**config.mk**
```make
export PLATFORM = sky130hd
export DESIGN_NAME = quad_load_switch_channel_control
export DESIGN_NICKNAME = d
export VERILOG_FILES = /design/src/load_switch_pkg.sv /design/src/quad_load_switch_channel_control.sv
export VERILOG_INCLUDE_DIRS = /design/src /design/src/src
export SDC_FILE = /design/constraint.sdc
export NUM_CORES = 1
export LEC_CHECK = 0
export ABC_AREA = 0
export BUFFER_PORTS_ARGS = -buffer_cell sky130_fd_sc_hd__buf_2
export CORE_MARGIN = 2
export CORE_UTILIZATION = 48
export CTS_CLUSTER_SIZE = 12
export DETAILED_ROUTE_END_ITERATION = 10
export GPL_TIMING_DRIVEN = 0
export PLACE_DENSITY = 0.64
export SYNTH_ARGS = -nofsm -noshare
export SYNTH_HDL_FRONTEND = slang
export SYNTH_SLANG_ARGS = --single-unit
```
**constraint.sdc**
```tcl
create_clock -name i_clk -period 5.9 [get_ports i_clk]
set_input_delay 0.295 -clock i_clk [delete_from_list [all_inputs] [get_ports i_clk]]
set_output_delay 0.295 -clock i_clk [all_outputs]
set_load 0.05 [all_outputs]
```
**src/load_switch_defs.svh**
```systemverilog
// offsets, reset values, field positions and timing figures of the channel controller
`ifndef LOAD_SWITCH_DEFS_SVH
`define LOAD_SWITCH_DEFS_SVH

`define REG_CH1_CFG 8'h01
`define REG_CH4_CFG 8'h04
`define REG_CTRL 8'h05

`define CFG_RESET 8'h0E
`define CTRL_RESET 8'h00
`define CTRL_SOURCE_LSB 4
`define CTRL_ENABLE_LSB 0

`define CLK_MHZ 25
`define WAIT_US_0 11
`define WAIT_US_1 102
`define WAIT_US_2 324
`define WAIT_US_3 923
`define RAMP_US_0 11
`define RAMP_US_1 247
`define RAMP_US_2 416
`define RAMP_US_3 761
`define RAMP_US_4 1481

`endif

```
**src/load_switch_pkg.sv**
```systemverilog
// types shared by the channel controller
package load_switch_pkg;

    typedef enum logic [1:0] {CH_OFF, CH_WAIT, CH_RAMP, CH_ON} ch_state_type;

    typedef enum logic [3:0] {
        BUS_IDLE, BUS_ADDR, BUS_ADDR_ACK, BUS_REG, BUS_REG_ACK,
        BUS_WDATA, BUS_WDATA_ACK, BUS_RDATA, BUS_RDATA_ACK, BUS_RDATA_GO
    } bus_state_type;

    typedef struct packed {
        logic unused;
        logic [1:0] wait_code;
        logic [2:0] ramp_code;
        logic [1:0] discharge_code;
    } cfg_type;

    typedef struct packed {
        cfg_type [3:0] cfg;
        logic [3:0] source;
        logic [3:0] enable;
        ch_state_type [3:0] ch;
        logic [3:0][15:0] cnt;
        logic [3:0] pin_meta;
        logic [3:0] pin_sync;
        logic [1:0] scl_sr;
        logic [1:0] sda_sr;
        logic scl_prev;
        logic sda_prev;
        bus_state_type bus;
        logic [3:0] bits;
        logic [7:0] shift;
        logic [7:0] ptr;
        logic rw;
        logic sda_oe;
        logic sda_out;
        logic [3:0] out_on;
        logic [3:0] ramping;
    } state_type;

endpackage : load_switch_pkg

```
**src/quad_load_switch_channel_control.sv**
```systemverilog
// register bank, serial slave and turn-on sequencing for four load switch channels
`timescale 1ns/1ps
`default_nettype none
`include "load_switch_defs.svh"

// Notes on behaviour
// - four config registers 01h-04h, wait/ramp/discharge fields
// - config resets to wait 00, ramp 011, discharge 10
// - wait code delays ramp 11/102/324/923 us
// - ramp code picks five turn-on durations
// - commanded off turns output off at once
// - control register 05h: selectors high, enables low
// - control register resets to all zero
// - power-up in pin control, outputs follow pins
module quad_load_switch_channel_control #(
    parameter logic [6:0] DEV_ADDR = 7'h5A, // arbitrary value, not tied to any part
    parameter int unsigned WAIT_CYC_2 = `WAIT_US_2 * `CLK_MHZ,
    parameter int unsigned WAIT_CYC_3 = `WAIT_US_3 * `CLK_MHZ,
    parameter int unsigned RAMP_CYC_1 = `RAMP_US_1 * `CLK_MHZ,
    parameter int unsigned RAMP_CYC_2 = `RAMP_US_2 * `CLK_MHZ,
    parameter int unsigned RAMP_CYC_3 = `RAMP_US_3 * `CLK_MHZ,
    parameter int unsigned RAMP_CYC_4 = `RAMP_US_4 * `CLK_MHZ
) (
    input wire logic i_clk,
    input wire logic i_rst_n,
    input wire logic i_scl,
    input wire logic i_sda,
    output logic o_sda_out,
    output logic o_sda_oe,
    input wire logic [3:0] i_channel_on_pin,
    output logic [3:0] o_channel_output,
    output logic [3:0] o_channel_ramping,
    output logic [11:0] o_ramp_code,
    output logic [7:0] o_output_discharge_level
);

    localparam int unsigned WAIT_CYC_0 = `WAIT_US_0 * `CLK_MHZ;
    localparam int unsigned WAIT_CYC_1 = `WAIT_US_1 * `CLK_MHZ;
    localparam int unsigned RAMP_CYC_0 = `RAMP_US_0 * `CLK_MHZ;

    ////////////////////////////////////////////////////////////////////////////////
    // helpers

    // last count of the turn-on wait for a code
    function automatic logic [15:0] wait_last(input logic [1:0] code);
        case (code)
            2'b00: wait_last = 16'(WAIT_CYC_0 - 1);
            2'b01: wait_last = 16'(WAIT_CYC_1 - 1);
            2'b10: wait_last = 16'(WAIT_CYC_2 - 1);
            default: wait_last = 16'(WAIT_CYC_3 - 1);
        endcase
    endfunction : wait_last

    // last count of the ramp; codes above 100 fall back to the slowest ramp
    function automatic logic [15:0] ramp_last(input logic [2:0] code);
        case (code)
            3'b000: ramp_last = 16'(RAMP_CYC_0 - 1);
            3'b001: ramp_last = 16'(RAMP_CYC_1 - 1);
            3'b010: ramp_last = 16'(RAMP_CYC_2 - 1);
            3'b011: ramp_last = 16'(RAMP_CYC_3 - 1);
            default: ramp_last = 16'(RAMP_CYC_4 - 1);
        endcase
    endfunction : ramp_last

    // register read mux; unmapped offsets read zero
    function automatic logic [7:0] reg_read(input load_switch_pkg::state_type s,
                                            input logic [7:0] addr);
        logic [7:0] idx;
        idx = addr - `REG_CH1_CFG;
        reg_read = 8'h00;
        if (addr >= `REG_CH1_CFG && addr <= `REG_CH4_CFG) begin
            reg_read = {1'b0, s.cfg[idx[1:0]][6:0]};
        end else if (addr == `REG_CTRL) begin
            reg_read = {s.source, s.enable};
        end
    endfunction : reg_read

    ////////////////////////////////////////////////////////////////////////////////
    // reset release

    logic [1:0] rst_sync_q;
    logic rst_n;

    // async assert, release after two edges
    always_ff @(posedge i_clk or negedge i_rst_n) begin
        if (!i_rst_n) begin
            rst_sync_q <= 2'b00;
        end else begin
            rst_sync_q <= {rst_sync_q[0], 1'b1};
        end
    end
    assign rst_n = rst_sync_q[1];

    ////////////////////////////////////////////////////////////////////////////////
    // next state

    load_switch_pkg::state_type st_q;
    load_switch_pkg::state_type st_d;
    logic scl_rise;
    logic scl_fall;
    logic bus_start;
    logic bus_stop;
    logic sda_now;
    logic [3:0] req;

    always_comb begin
        st_d = st_q;
        // pins pass two flops before anything reads them
        st_d.pin_meta = i_channel_on_pin;
        st_d.pin_sync = st_q.pin_meta;
        st_d.scl_sr = {st_q.scl_sr[0], i_scl};
        st_d.sda_sr = {st_q.sda_sr[0], i_sda};
        st_d.scl_prev = st_q.scl_sr[1];
        st_d.sda_prev = st_q.sda_sr[1];
        sda_now = st_q.sda_sr[1];
        scl_rise = !st_q.scl_prev && st_q.scl_sr[1];
        scl_fall = st_q.scl_prev && !st_q.scl_sr[1];
        bus_start = st_q.scl_sr[1] && st_q.sda_prev && !sda_now;
        bus_stop = st_q.scl_sr[1] && !st_q.sda_prev && sda_now;

        // serial slave: bits shift in on scl rise, sda changes only on scl fall
        if (bus_stop) begin
            st_d.bus = load_switch_pkg::BUS_IDLE;
            st_d.sda_oe = 1'b0;
        end else if (bus_start) begin
            st_d.bus = load_switch_pkg::BUS_ADDR;
            st_d.bits = 4'h0;
            st_d.sda_oe = 1'b0;
        end else begin
            case (st_q.bus)
                load_switch_pkg::BUS_IDLE: begin
                    st_d.sda_oe = 1'b0;
                end
                load_switch_pkg::BUS_ADDR, load_switch_pkg::BUS_REG,
                load_switch_pkg::BUS_WDATA: begin
                    if (scl_rise) begin
                        st_d.shift = {st_q.shift[6:0], sda_now};
                        st_d.bits = st_q.bits + 4'h1;
                    end else if (scl_fall && st_q.bits == 4'h8) begin
                        st_d.bits = 4'h0;
                        st_d.sda_oe = 1'b1; // acknowledge
                        if (st_q.bus == load_switch_pkg::BUS_ADDR) begin
                            st_d.rw = st_q.shift[0];
                            if (st_q.shift[7:1] == DEV_ADDR) begin
                                st_d.bus = load_switch_pkg::BUS_ADDR_ACK;
                            end else begin
                                st_d.bus = load_switch_pkg::BUS_IDLE;
                                st_d.sda_oe = 1'b0;
                            end
                        end else if (st_q.bus == load_switch_pkg::BUS_REG) begin
                            st_d.ptr = st_q.shift;
                            st_d.bus = load_switch_pkg::BUS_REG_ACK;
                        end else begin
                            // writes steer config and control at any time
                            if (st_q.ptr >= `REG_CH1_CFG && st_q.ptr <= `REG_CH4_CFG) begin
                                st_d.cfg[2'(st_q.ptr - `REG_CH1_CFG)] =
                                    {1'b0, st_q.shift[6:0]};
                            end else if (st_q.ptr == `REG_CTRL) begin
                                st_d.source = st_q.shift[`CTRL_SOURCE_LSB +: 4];
                                st_d.enable = st_q.shift[`CTRL_ENABLE_LSB +: 4];
                            end
                            st_d.ptr = st_q.ptr + 8'h01;
                            st_d.bus = load_switch_pkg::BUS_WDATA_ACK;
                        end
                    end
                end
                load_switch_pkg::BUS_ADDR_ACK: begin
                    if (scl_fall) begin
                        st_d.bits = 4'h0;
                        if (st_q.rw) begin
                            st_d.shift = reg_read(st_q, st_q.ptr);
                            st_d.sda_oe = !st_d.shift[7];
                            st_d.bus = load_switch_pkg::BUS_RDATA;
                        end else begin
                            st_d.sda_oe = 1'b0;
                            st_d.bus = load_switch_pkg::BUS_REG;
                        end
                    end
                end
                load_switch_pkg::BUS_REG_ACK, load_switch_pkg::BUS_WDATA_ACK: begin
                    if (scl_fall) begin
                        st_d.sda_oe = 1'b0;
                        st_d.bus = load_switch_pkg::BUS_WDATA;
                    end
                end
                load_switch_pkg::BUS_RDATA: begin
                    if (scl_rise) begin
                        st_d.bits = st_q.bits + 4'h1;
                    end else if (scl_fall) begin
                        if (st_q.bits == 4'h8) begin
                            st_d.sda_oe = 1'b0; // let the host acknowledge
                            st_d.ptr = st_q.ptr + 8'h01;
                            st_d.bus = load_switch_pkg::BUS_RDATA_ACK;
                        end else begin
                            st_d.shift = {st_q.shift[6:0], 1'b0};
                            st_d.sda_oe = !st_q.shift[6];
                        end
                    end
                end
                load_switch_pkg::BUS_RDATA_ACK: begin
                    if (scl_rise) begin
                        st_d.bus = sda_now ? load_switch_pkg::BUS_IDLE
                                           : load_switch_pkg::BUS_RDATA_GO;
                    end
                end
                load_switch_pkg::BUS_RDATA_GO: begin
                    if (scl_fall) begin
                        st_d.bits = 4'h0;
                        st_d.shift = reg_read(st_q, st_q.ptr);
                        st_d.sda_oe = !st_d.shift[7];
                        st_d.bus = load_switch_pkg::BUS_RDATA;
                    end
                end
                default: begin
                    st_d.bus = load_switch_pkg::BUS_IDLE;
                    st_d.sda_oe = 1'b0;
                end
            endcase
        end

        // per-channel sequencing; config is sampled when a phase starts
        for (int i = 0; i < 4; i++) begin
            req[i] = st_q.source[i] ? st_q.enable[i] : st_q.pin_sync[i];
            if (!req[i]) begin
                st_d.ch[i] = load_switch_pkg::CH_OFF;
                st_d.cnt[i] = 16'h0000;
            end else begin
                case (st_q.ch[i])
                    load_switch_pkg::CH_OFF: begin
                        st_d.ch[i] = load_switch_pkg::CH_WAIT;
                        st_d.cnt[i] = wait_last(st_q.cfg[i].wait_code);
                    end
                    load_switch_pkg::CH_WAIT: begin
                        if (st_q.cnt[i] == 16'h0000) begin
                            st_d.ch[i] = load_switch_pkg::CH_RAMP;
                            st_d.cnt[i] = ramp_last(st_q.cfg[i].ramp_code);
                        end else begin
                            st_d.cnt[i] = st_q.cnt[i] - 16'h0001;
                        end
                    end
                    load_switch_pkg::CH_RAMP: begin
                        if (st_q.cnt[i] == 16'h0000) begin
                            st_d.ch[i] = load_switch_pkg::CH_ON;
                        end else begin
                            st_d.cnt[i] = st_q.cnt[i] - 16'h0001;
                        end
                    end
                    load_switch_pkg::CH_ON: begin
                        st_d.cnt[i] = 16'h0000;
                    end
                    default: begin
                        st_d.ch[i] = load_switch_pkg::CH_OFF;
                    end
                endcase
            end
            // switch conducts from ramp start; drops one cycle after the off command
            st_d.out_on[i] = st_d.ch[i] == load_switch_pkg::CH_RAMP ||
                             st_d.ch[i] == load_switch_pkg::CH_ON;
            st_d.ramping[i] = st_d.ch[i] == load_switch_pkg::CH_RAMP;
        end
    end

    ////////////////////////////////////////////////////////////////////////////////
    // state register

    always_ff @(posedge i_clk or negedge rst_n) begin
        if (!rst_n) begin
            st_q <= '0;
            st_q.cfg <= {4{`CFG_RESET}};
            st_q.source <= 4'(`CTRL_RESET >> `CTRL_SOURCE_LSB);
            st_q.enable <= 4'(`CTRL_RESET);
            st_q.scl_sr <= 2'b11;
            st_q.sda_sr <= 2'b11;
            st_q.scl_prev <= 1'b1;
            st_q.sda_prev <= 1'b1;
        end else begin
            st_q <= st_d;
        end
    end

    // outputs straight from the state register
    always_comb begin
        o_sda_out = st_q.sda_out;
        o_sda_oe = st_q.sda_oe;
        o_channel_output = st_q.out_on;
        o_channel_ramping = st_q.ramping;
        for (int i = 0; i < 4; i++) begin
            o_ramp_code[i*3 +: 3] = st_q.cfg[i].ramp_code;
            o_output_discharge_level[i*2 +: 2] = st_q.cfg[i].discharge_code;
        end
    end

endmodule : quad_load_switch_channel_control
`default_nettype wire

```
* After elaboration in Yosys (flattened, before gate mapping) *
Index checks and enable logic that the tools add are counted.
W data, S select, Z words.

word-level totals
  word-level logic and storage cells = 293
  register bits = 162
  output and inout bits = 30

cells by class
  order comparisons = 4
  $add $sub $neg = 7
  eq/ne operators = 82
  multiplexer cells = 103
  bitwise gates (word level) = 6
  reduce and logical (&&, ||, !) cells = 50

operator list
  kind                     number
  $pmux W16 S4             8
  $mux W16                 16
  $pmux W15 S3             4
  $mux W8                  20
  $logic_not A16 Y1        4
  $sub A16 B1 Y16 const B  4
  $pmux W12 S4             1
  $mux W4                  11
  $eq A2 B2 Y1 const B     20
  $ne A4 B4 Y1 const B     10
  $bwmux W32               1
  $mux W2                  15
  $pmux W4 S7              1
  $ne A3 B3 Y1 const B     9
  $eq A3 B2 Y1 const B     8
  $pmux W2 S3              4
  $ne A2 B2 Y1 const B     11
  $mux W10                 2
  $reduce_and A10 Y1       2
  $reduce_and A9 Y1        2
  $bmux W8 S2              1
  $demux W8 S2             1
  $eq A2 B1 Y1 const B     8
  $eq A4 B3 Y1 const B     4
  32 further kinds         85

* Depth between registers and ports, before layout *
Gate-level depths: netlist of run 1.

  depth after elaboration = 15
  mapped depth = 9
  depth with buffers taken out = 8

* Least setup slack after synthesis of run 1 *
Ideal clock, no wire load.

  path kind = reg-to-reg
  from = register st_q[11] (netlist bit)
  to = register st_q[159] (netlist bit)
  setup time = 125 ps
  stages on the path, launching flop included = 10
  data arrival time = 2,455 ps
  clock period less this slack = 2,580 ps
  path slack = 3,320 ps
  path through = dfrtp_1 -> buf_1 -> inv_1 -> ha_1 -> nor2b_1 -> nor4_4 -> and3_1 -> buf_6 -> nand2_8 -> mux2_4

on the way
  longest elaborated chain between the ends = 6

RTL lines
  what                                          line                                     source
  start: declaration                            quad_load_switch_channel_control.sv:97   load_switch_pkg::state_type st_q;
  start signal: assignment                      quad_load_switch_channel_control.sv:277  st_q <= st_d;
  $sub A2 B1 Y2 (no line)                       --
  $lt A2 B3 Y1 or $ge A2 B1 Y1 (tied branches)  quad_load_switch_channel_control.sv:156  st_d.cfg[2'(st_q.ptr - `REG_CH1_CFG)] =
  $logic_and A1 B1 Y1                           quad_load_switch_channel_control.sv:156
  $mux W8                                       quad_load_switch_channel_control.sv:156
  $demux W8 S2                                  quad_load_switch_channel_control.sv:156
  $bwmux W32                                    quad_load_switch_channel_control.sv:156

Parallel ways exist; a longest one is shown, timed or not.
A chain may end at the register's enable or synchronous reset.

* Worst setup path in the final report of run 1 *
  from = register st_q[11] (netlist bit)
  to = register st_q[125] (netlist bit)

on the way
  longest elaborated chain between the ends = 4

RTL lines
  what
  $ge A8 B1 Y1 (no line) or $le A8 B3 Y1 (tied branches)
  $logic_and A1 B1 Y1 (no line)
  $not A1 Y1 (no line)
  $reduce_and A9 Y1 (no line) *

Every way passes the cells marked *; elsewhere a longest branch is shown, timed or not.

==> impl_metrics.json, run 1 <==
{
  "ioPinCount": 38,
  "maxCapViolations": 0,
  "dpl.cell_count": 1458,
  "antenna_left": 0,
  "fillers": 1959,
  "root_buffer": "clkbuf_16",
  "fin_crit_sh_pct": 56.1,
  "cts_sinks": 158,
  "synth_seq_area_share_pct": 37.8,
  "cp_cell_sequence": "buf_1 > inv_1 > ha_1 > nor4_4 > nand3_1 > mux2_2",
  "grt_pass1_wl_microns": 44800,
  "n_antenna_cell": 0,
  "coreArea_sq_um": 21700,
  "worstHoldPathType": "in -> async",
  "hold_viol": 0,
  "start_util_pct": 48.5,
  "async_flop_share_pct": 100,
  "yosys-top-cells-count": "dfrtp_1, nor2_1, nand2_1, a21oi_1, o21ai_0",
  "grt_setup_unrepaired": "no",
  "overflow": 0,
  "clkLatencyLatePin_ns": 0.43,
  "fin_crit_ns": 3.31,
  "worstPathRequired_ns": 6.20,
  "chipWidth_microns": 152,
  "multiInputGateArea_sq_um": 5940,
  "final_nets": 1248,
  "cts.repair.resized": 0,
  "layout-drive-gt1-share_pct": 17.8,
  "path_clk_slew_ns": 0.06,
  "clock.fmax_ghz": 0.302,
  "regArea_sq_um": 3980,
  "synth_top_cells_by_area": "dfrtp_1, dfstp_2, ha_1",
  "startpoint_type": "flop",
  "ys_ff_latch": 158,
  "area_delta_synth_final_pct": 12.4,
  "synth_top_cell_area_share_pct": 33.3,
  "synth_largest_area_cell": "dfrtp_1",
  "power.total_w": 0.00384,
  "critical_path.max_stage_delay_ns": 0.63,
  "end_kind": "flop",
  "cp_slowest_cell": "nor4_4",
  "cts_buffers": 17,
  "first_pass_iters": 5,
  "stdcell_count": 1497,
  "ys.flop_type": "dfrtp_1",
  "routedWlPerCell_microns": 17.8,
  "setup_violations": 0,
  "yosys_warnings": 0,
  "grt_antenna_before_repair": 0,
  "cts_tree": "yes",
  "synth_edf_count": 0,
  "worstSetupPathType": "reg -> reg",
  "yosys.cell_count.top_type": "dfrtp_1",
  "grt_usage_pct": 23.4,
  "max_slew_margin_pct": 26.4,
  "p_per_area_nw_per_um2": 325,
  "synthCells": 1140,
  "via_per_inst": 5.90,
  "cts.path.max_buffers": 2,
  "p_leak_nw": 5.13,
  "drt_iter0_drc": 750,
  "place_congestion": 0.934,
  "outcome": "finished, final reports clean",
  "crit_fanout": 10,
  "vias": 8836,
  "netlist_area_sq_um": 10500,
  "h-tree-depth": 4,
  "die-area_sq_um": 23100,
  "synth.distinct_cells": 92,
  "ir_worst_vdd_mv": 0.230,
  "wirelength_microns": 26700,
  "fp.dieH_microns": 152,
  "post-route-drc-count": 0,
  "worstMarginPinSlew_ns": 1.07,
  "clock-skew-final_ns": 0.0125,
  "syn_avg_cell_area_sq_um": 9.23,
  "cp.arrival_ns": 3.61,
  "dp_hpwl_microns": 19000,
  "synth_nets": 1184,
  "portBuffers": 36,
  "slew_violations": 0,
  "grt_max_degree": 61,
  "grt_pass1_vias": 8534,
  "cts_setup_buffers": 0,
  "rows": 54
}
## final timing paths
path                               start             end  slack [ns]  cells after the start
hold / removal                   i_rst_n   rst_sync_q[1]        0.18                      2
hold reg to reg                 st_d[41]        st_q[41]        0.35                      0
max in group asynchronous  rst_sync_q[1]  o_ramp_code[0]        4.45                      2
setup reg to reg                st_q[11]       st_q[125]        2.59                      6
min in group i_clk              st_d[41]        st_q[41]        0.35                      0
setup / recovery                st_q[11]       st_q[125]        2.59                      6
## sequential cells by signal, summed over array words and instances (netlist names)
signal	count
st_q	119
o_ramp_code	12
o_output_discharge_level	8
st_d	7
o_channel_output	4
o_channel_ramping	4
rst_sync_q	2
o_sda_oe	1
sda_now	1
## layer usage
layer	wire [microns]	part of all wire, %	global-route usage [%]
met4	305	1.1	6.10
met3	1460	5.5	3.91
met5	0	0	0
met2	12100	45	35.9
met1	12800	48	34.4
## worst max-delay path: cells and delay by family (launching register included)
family | cells | cell delay [ns]
mux | 1 | 0.42
simple gates | 2 | 1.13
buf+inv | 2 | 0.76
flops | 1 | 0.53
fa+ha+maj | 1 | 0.37
## metrics by stage
stage                     utilization (%)  hold WS (ns)  TNS, ns  setup WS, ns  area (sq um)
after floorplan                         -     -0.000591        0          1.20         10500
after global placement               51.0        0.0807   -89.92        -0.668         11100
after detailed placement             51.2        0.0833        0          2.56         11100
after CTS                            54.5         0.165        0          2.55         11800
after global routing                 54.5         0.174        0          2.37         11800
final                                54.5         0.178        0          2.59         11800
## cell type report
type                    count  share of cell area [%]
multi-input cells         857                    50.2
well taps                 280                    2.96
repair buffers             45                    2.58
flip-flops and latches    158                    33.7
inverters                  34                    1.08
clock buffers              22                    4.09
clock inverters            10                    1.34
plain buffers              91                    4.04
## cell families (layout without fill, tap and decap cells)
logic type      count (synthesis)  count (layout)  synth area share [%]
other cells                     2               2                0.0714
buf+inv                       125             202                  5.76
xor+xnor                       45              45                  3.75
fa+ha+maj                      37              37                  4.38
flops                         158             158                  37.8
mux                            70              70                  9.10
compound gates                294             294                  18.1
simple gates                  409             409                  21.1
## cell usage in the layout (no fill, tap or decap), types with 22 or more instances in the layout
cell and count:
dfrtp_1 139, nor2_1 118, nand2_1 95, a21oi_1 85
o21ai_0 76, clkbuf_1 49, buf_2 40, ha_1 36
nor3_1 35, inv_1 33, nand3_1 32, buf_4 29
mux2_4 28, xnor2_1 27, mux2_2 22
## where the power goes
part,internal (W),switching (W),total [W]
Clock,0.000752,0.000448,0.00120
Combinational,0.000496,0.000795,0.00129
Sequential,0.00120,0.000144,0.00135
Total,0.00245,0.00139,0.00384
## what timing repair did
item                                   CTS  global route
hold buffers                             7             0
endpoints found under the hold margin    8             0
setup endpoints to repair                0             0
Note: power is estimated with default switching activity, not from simulation.
==> run 2: changes to the inputs <==
PLACE_DENSITY = 0.67   (was 0.64)
clock period = 2.7 ns   (was 5.9 ns; I/O delays follow)
==> run 2 against run 1 <==
Effect of this change:
- hold slack gained 0.17 ns
- critical path type unchanged
- setup slack lost 2.4 ns
- final cell count grew 0.20%
- clock skew shrank 0.0038 ns
- sequential share of layout area shrank 0.23 points
- final area grew 0.68%
- critical path depth grew 3
- total power grew 120%
- non-clock buffer count grew 3
- flip-flop and latch count is the same
- via count grew 1.1%
==> impl_metrics.json, run 2 (synthesis gave the netlist of run 1 again) <==
{
  "chipWidth_microns": 152,
  "worstSetupPathType": "reg -> reg",
  "dpl.cell_count": 1458,
  "worstPathRequired_ns": 3.01,
  "cts_tree": "yes",
  "outcome": "finished, final reports clean",
  "grt_usage_pct": 23.0,
  "cp.arrival_ns": 2.87,
  "worstMarginPinSlew_ns": 1.07,
  "root_buffer": "clkbuf_16",
  "grt_pass1_wl_microns": 44000,
  "overflow": 0,
  "hold_viol": 0,
  "fin_crit_sh_pct": 94.6,
  "largest_register_ffs": 119,
  "layout-drive-gt1-share_pct": 18.5,
  "fillers": 1951,
  "via_per_inst": 5.95,
  "first_pass_iters": 6,
  "power.total_w": 0.00842,
  "cts_buffers": 17,
  "grt_antenna_before_repair": 0,
  "regArea_sq_um": 3980,
  "startpoint_type": "flop",
  "coreArea_sq_um": 21700,
  "cp_slowest_cell": "dfrtp_1",
  "stdcell_count": 1500,
  "grt_max_degree": 56,
  "rows": 54,
  "post-route-drc-count": 0,
  "critical_path.max_stage_delay_ns": 0.50,
  "fp.dieH_microns": 152,
  "drt_iter0_drc": 917,
  "n_antenna_cell": 0,
  "slew_violations": 0,
  "ir_worst_vdd_mv": 0.428,
  "start_util_pct": 48.5,
  "portBuffers": 36,
  "place_congestion": 0.939,
  "final.setup.tns_ns": 0,
  "dp_hpwl_microns": 18700,
  "antenna_left": 0,
  "maxCapViolations": 0,
  "final_common_cell": "dfrtp_1",
  "p_per_area_nw_per_um2": 707,
  "cts_sinks": 158,
  "top_register": "st_q",
  "grt_pass1_vias": 8423,
  "clkLatencyLatePin_ns": 0.43,
  "cp_cell_sequence": "clkbuf_4 > inv_1 > ha_2 > nor2b_1 > nor4_4 > and3_1 > buf_6 > nand2_8 > mux2_4",
  "area_delta_synth_final_pct": 13.1,
  "multiInputGateArea_sq_um": 5990,
  "die-area_sq_um": 23100,
  "most-common-layout-cells": "dfrtp_1, nor2_1, nand2_1, a21oi_1, o21ai_0",
  "wirelength_microns": 26300,
  "worstHoldPathType": "in -> reg",
  "path_clk_slew_ns": 0.06,
  "crit_fanout": 10,
  "setup_violations": 0,
  "vias": 8929,
  "clock.fmax_ghz": 0.391,
  "fin_crit_ns": 2.55,
  "ioPinCount": 38,
  "routedWlPerCell_microns": 17.5,
  "end_kind": "flop",
  "max_slew_margin_pct": 26.6,
  "final_nets": 1251,
  "clock-skew-final_ns": 0.00870,
  "cts.path.max_buffers": 2,
  "p_leak_nw": 5.16,
  "h-tree-depth": 4
}
[run 2: changes by cell type in the layout (fill, tap and decap cells not counted), sizes merged]
cell	change
clkinv	-2
clkbuf	+2
buf	+1
inv	+1
dlygate4sd3	+1
[run 2: routing by layer]
metal | vias up | GRT usage (%) | wire length (microns)
met4 | 0 | 5.74 | 303
met2 | 333 | 35.8 | 12200
li1 | 4240 | - | -
met5 | - | 0 | 0
met3 | 29 | 3.51 | 1500
met1 | 4327 | 33.8 | 12400
[run 2: power by group]
part           leakage, nW  internal [W]  total, W  switching [W]
Clock                0.304       0.00163   0.00262       0.000989
Combinational         2.80       0.00111   0.00285        0.00174
Sequential            2.06       0.00263   0.00295       0.000324
[run 2: cell type report]
type	count	area share (%)
buffer	90	4.04
inverter	34	1.07
timing repair buffer	49	2.84
clock inverter	9	1.32
clock buffer	23	4.01
sequential	158	33.4
tap	280	2.94
multi-input combinational	857	50.3
[run 2: critical path: cells and delay by family, from the launching register on]
kind	cells	cell delay [ns]
and+or+nand+nor	4	0.71
adders and majority gates	1	0.29
DFF	1	0.50
muxes	1	0.32
buffers and inverters	3	0.62
[run 2: timing repair]
| item | 4_1_cts | 5_1_grt |
|---|---|---|
| setup buffers | 2 | 1 |
| hold buffers | 8 | 0 |
| gates resized for setup | 5 | 10 |
| pin swaps | 3 | 1 |
| endpoints found under the setup margin | 49 | 49 |
| hold endpoints to repair | 8 | 0 |
[run 2: worst paths after layout]
kind | startpoint | slack [ns] | cells past startpoint | endpoint
max | st_q[11] | 0.15 | 9 | st_q[135]
min | i_channel_on_pin[1] | 0.35 | 2 | st_d[42]
max reg2reg | st_q[11] | 0.15 | 9 | st_q[135]
min reg2reg | rst_sync_q[0] | 0.35 | 0 | rst_sync_q[1]
max in group asynchronous | rst_sync_q[1] | 1.26 | 2 | o_ramp_code[0]
min in group asynchronous | rst_sync_q[1] | 0.38 | 0 | st_q[75]
[run 2: stage by stage]
step           utilization [%]  hold slack, ns  setup WS, ns  area, sq um
4_1_cts                   54.7           0.328        0.0131        11900
6_report                  54.9           0.348         0.146        11900
5_1_grt                   54.9           0.334      -0.00182        11900
3_5_place_dp              51.2         -0.0784        -0.607        11100
2_1_floorplan                -          -0.161         0.100        10500
3_3_place_gp              51.0         -0.0784        -0.913        11100
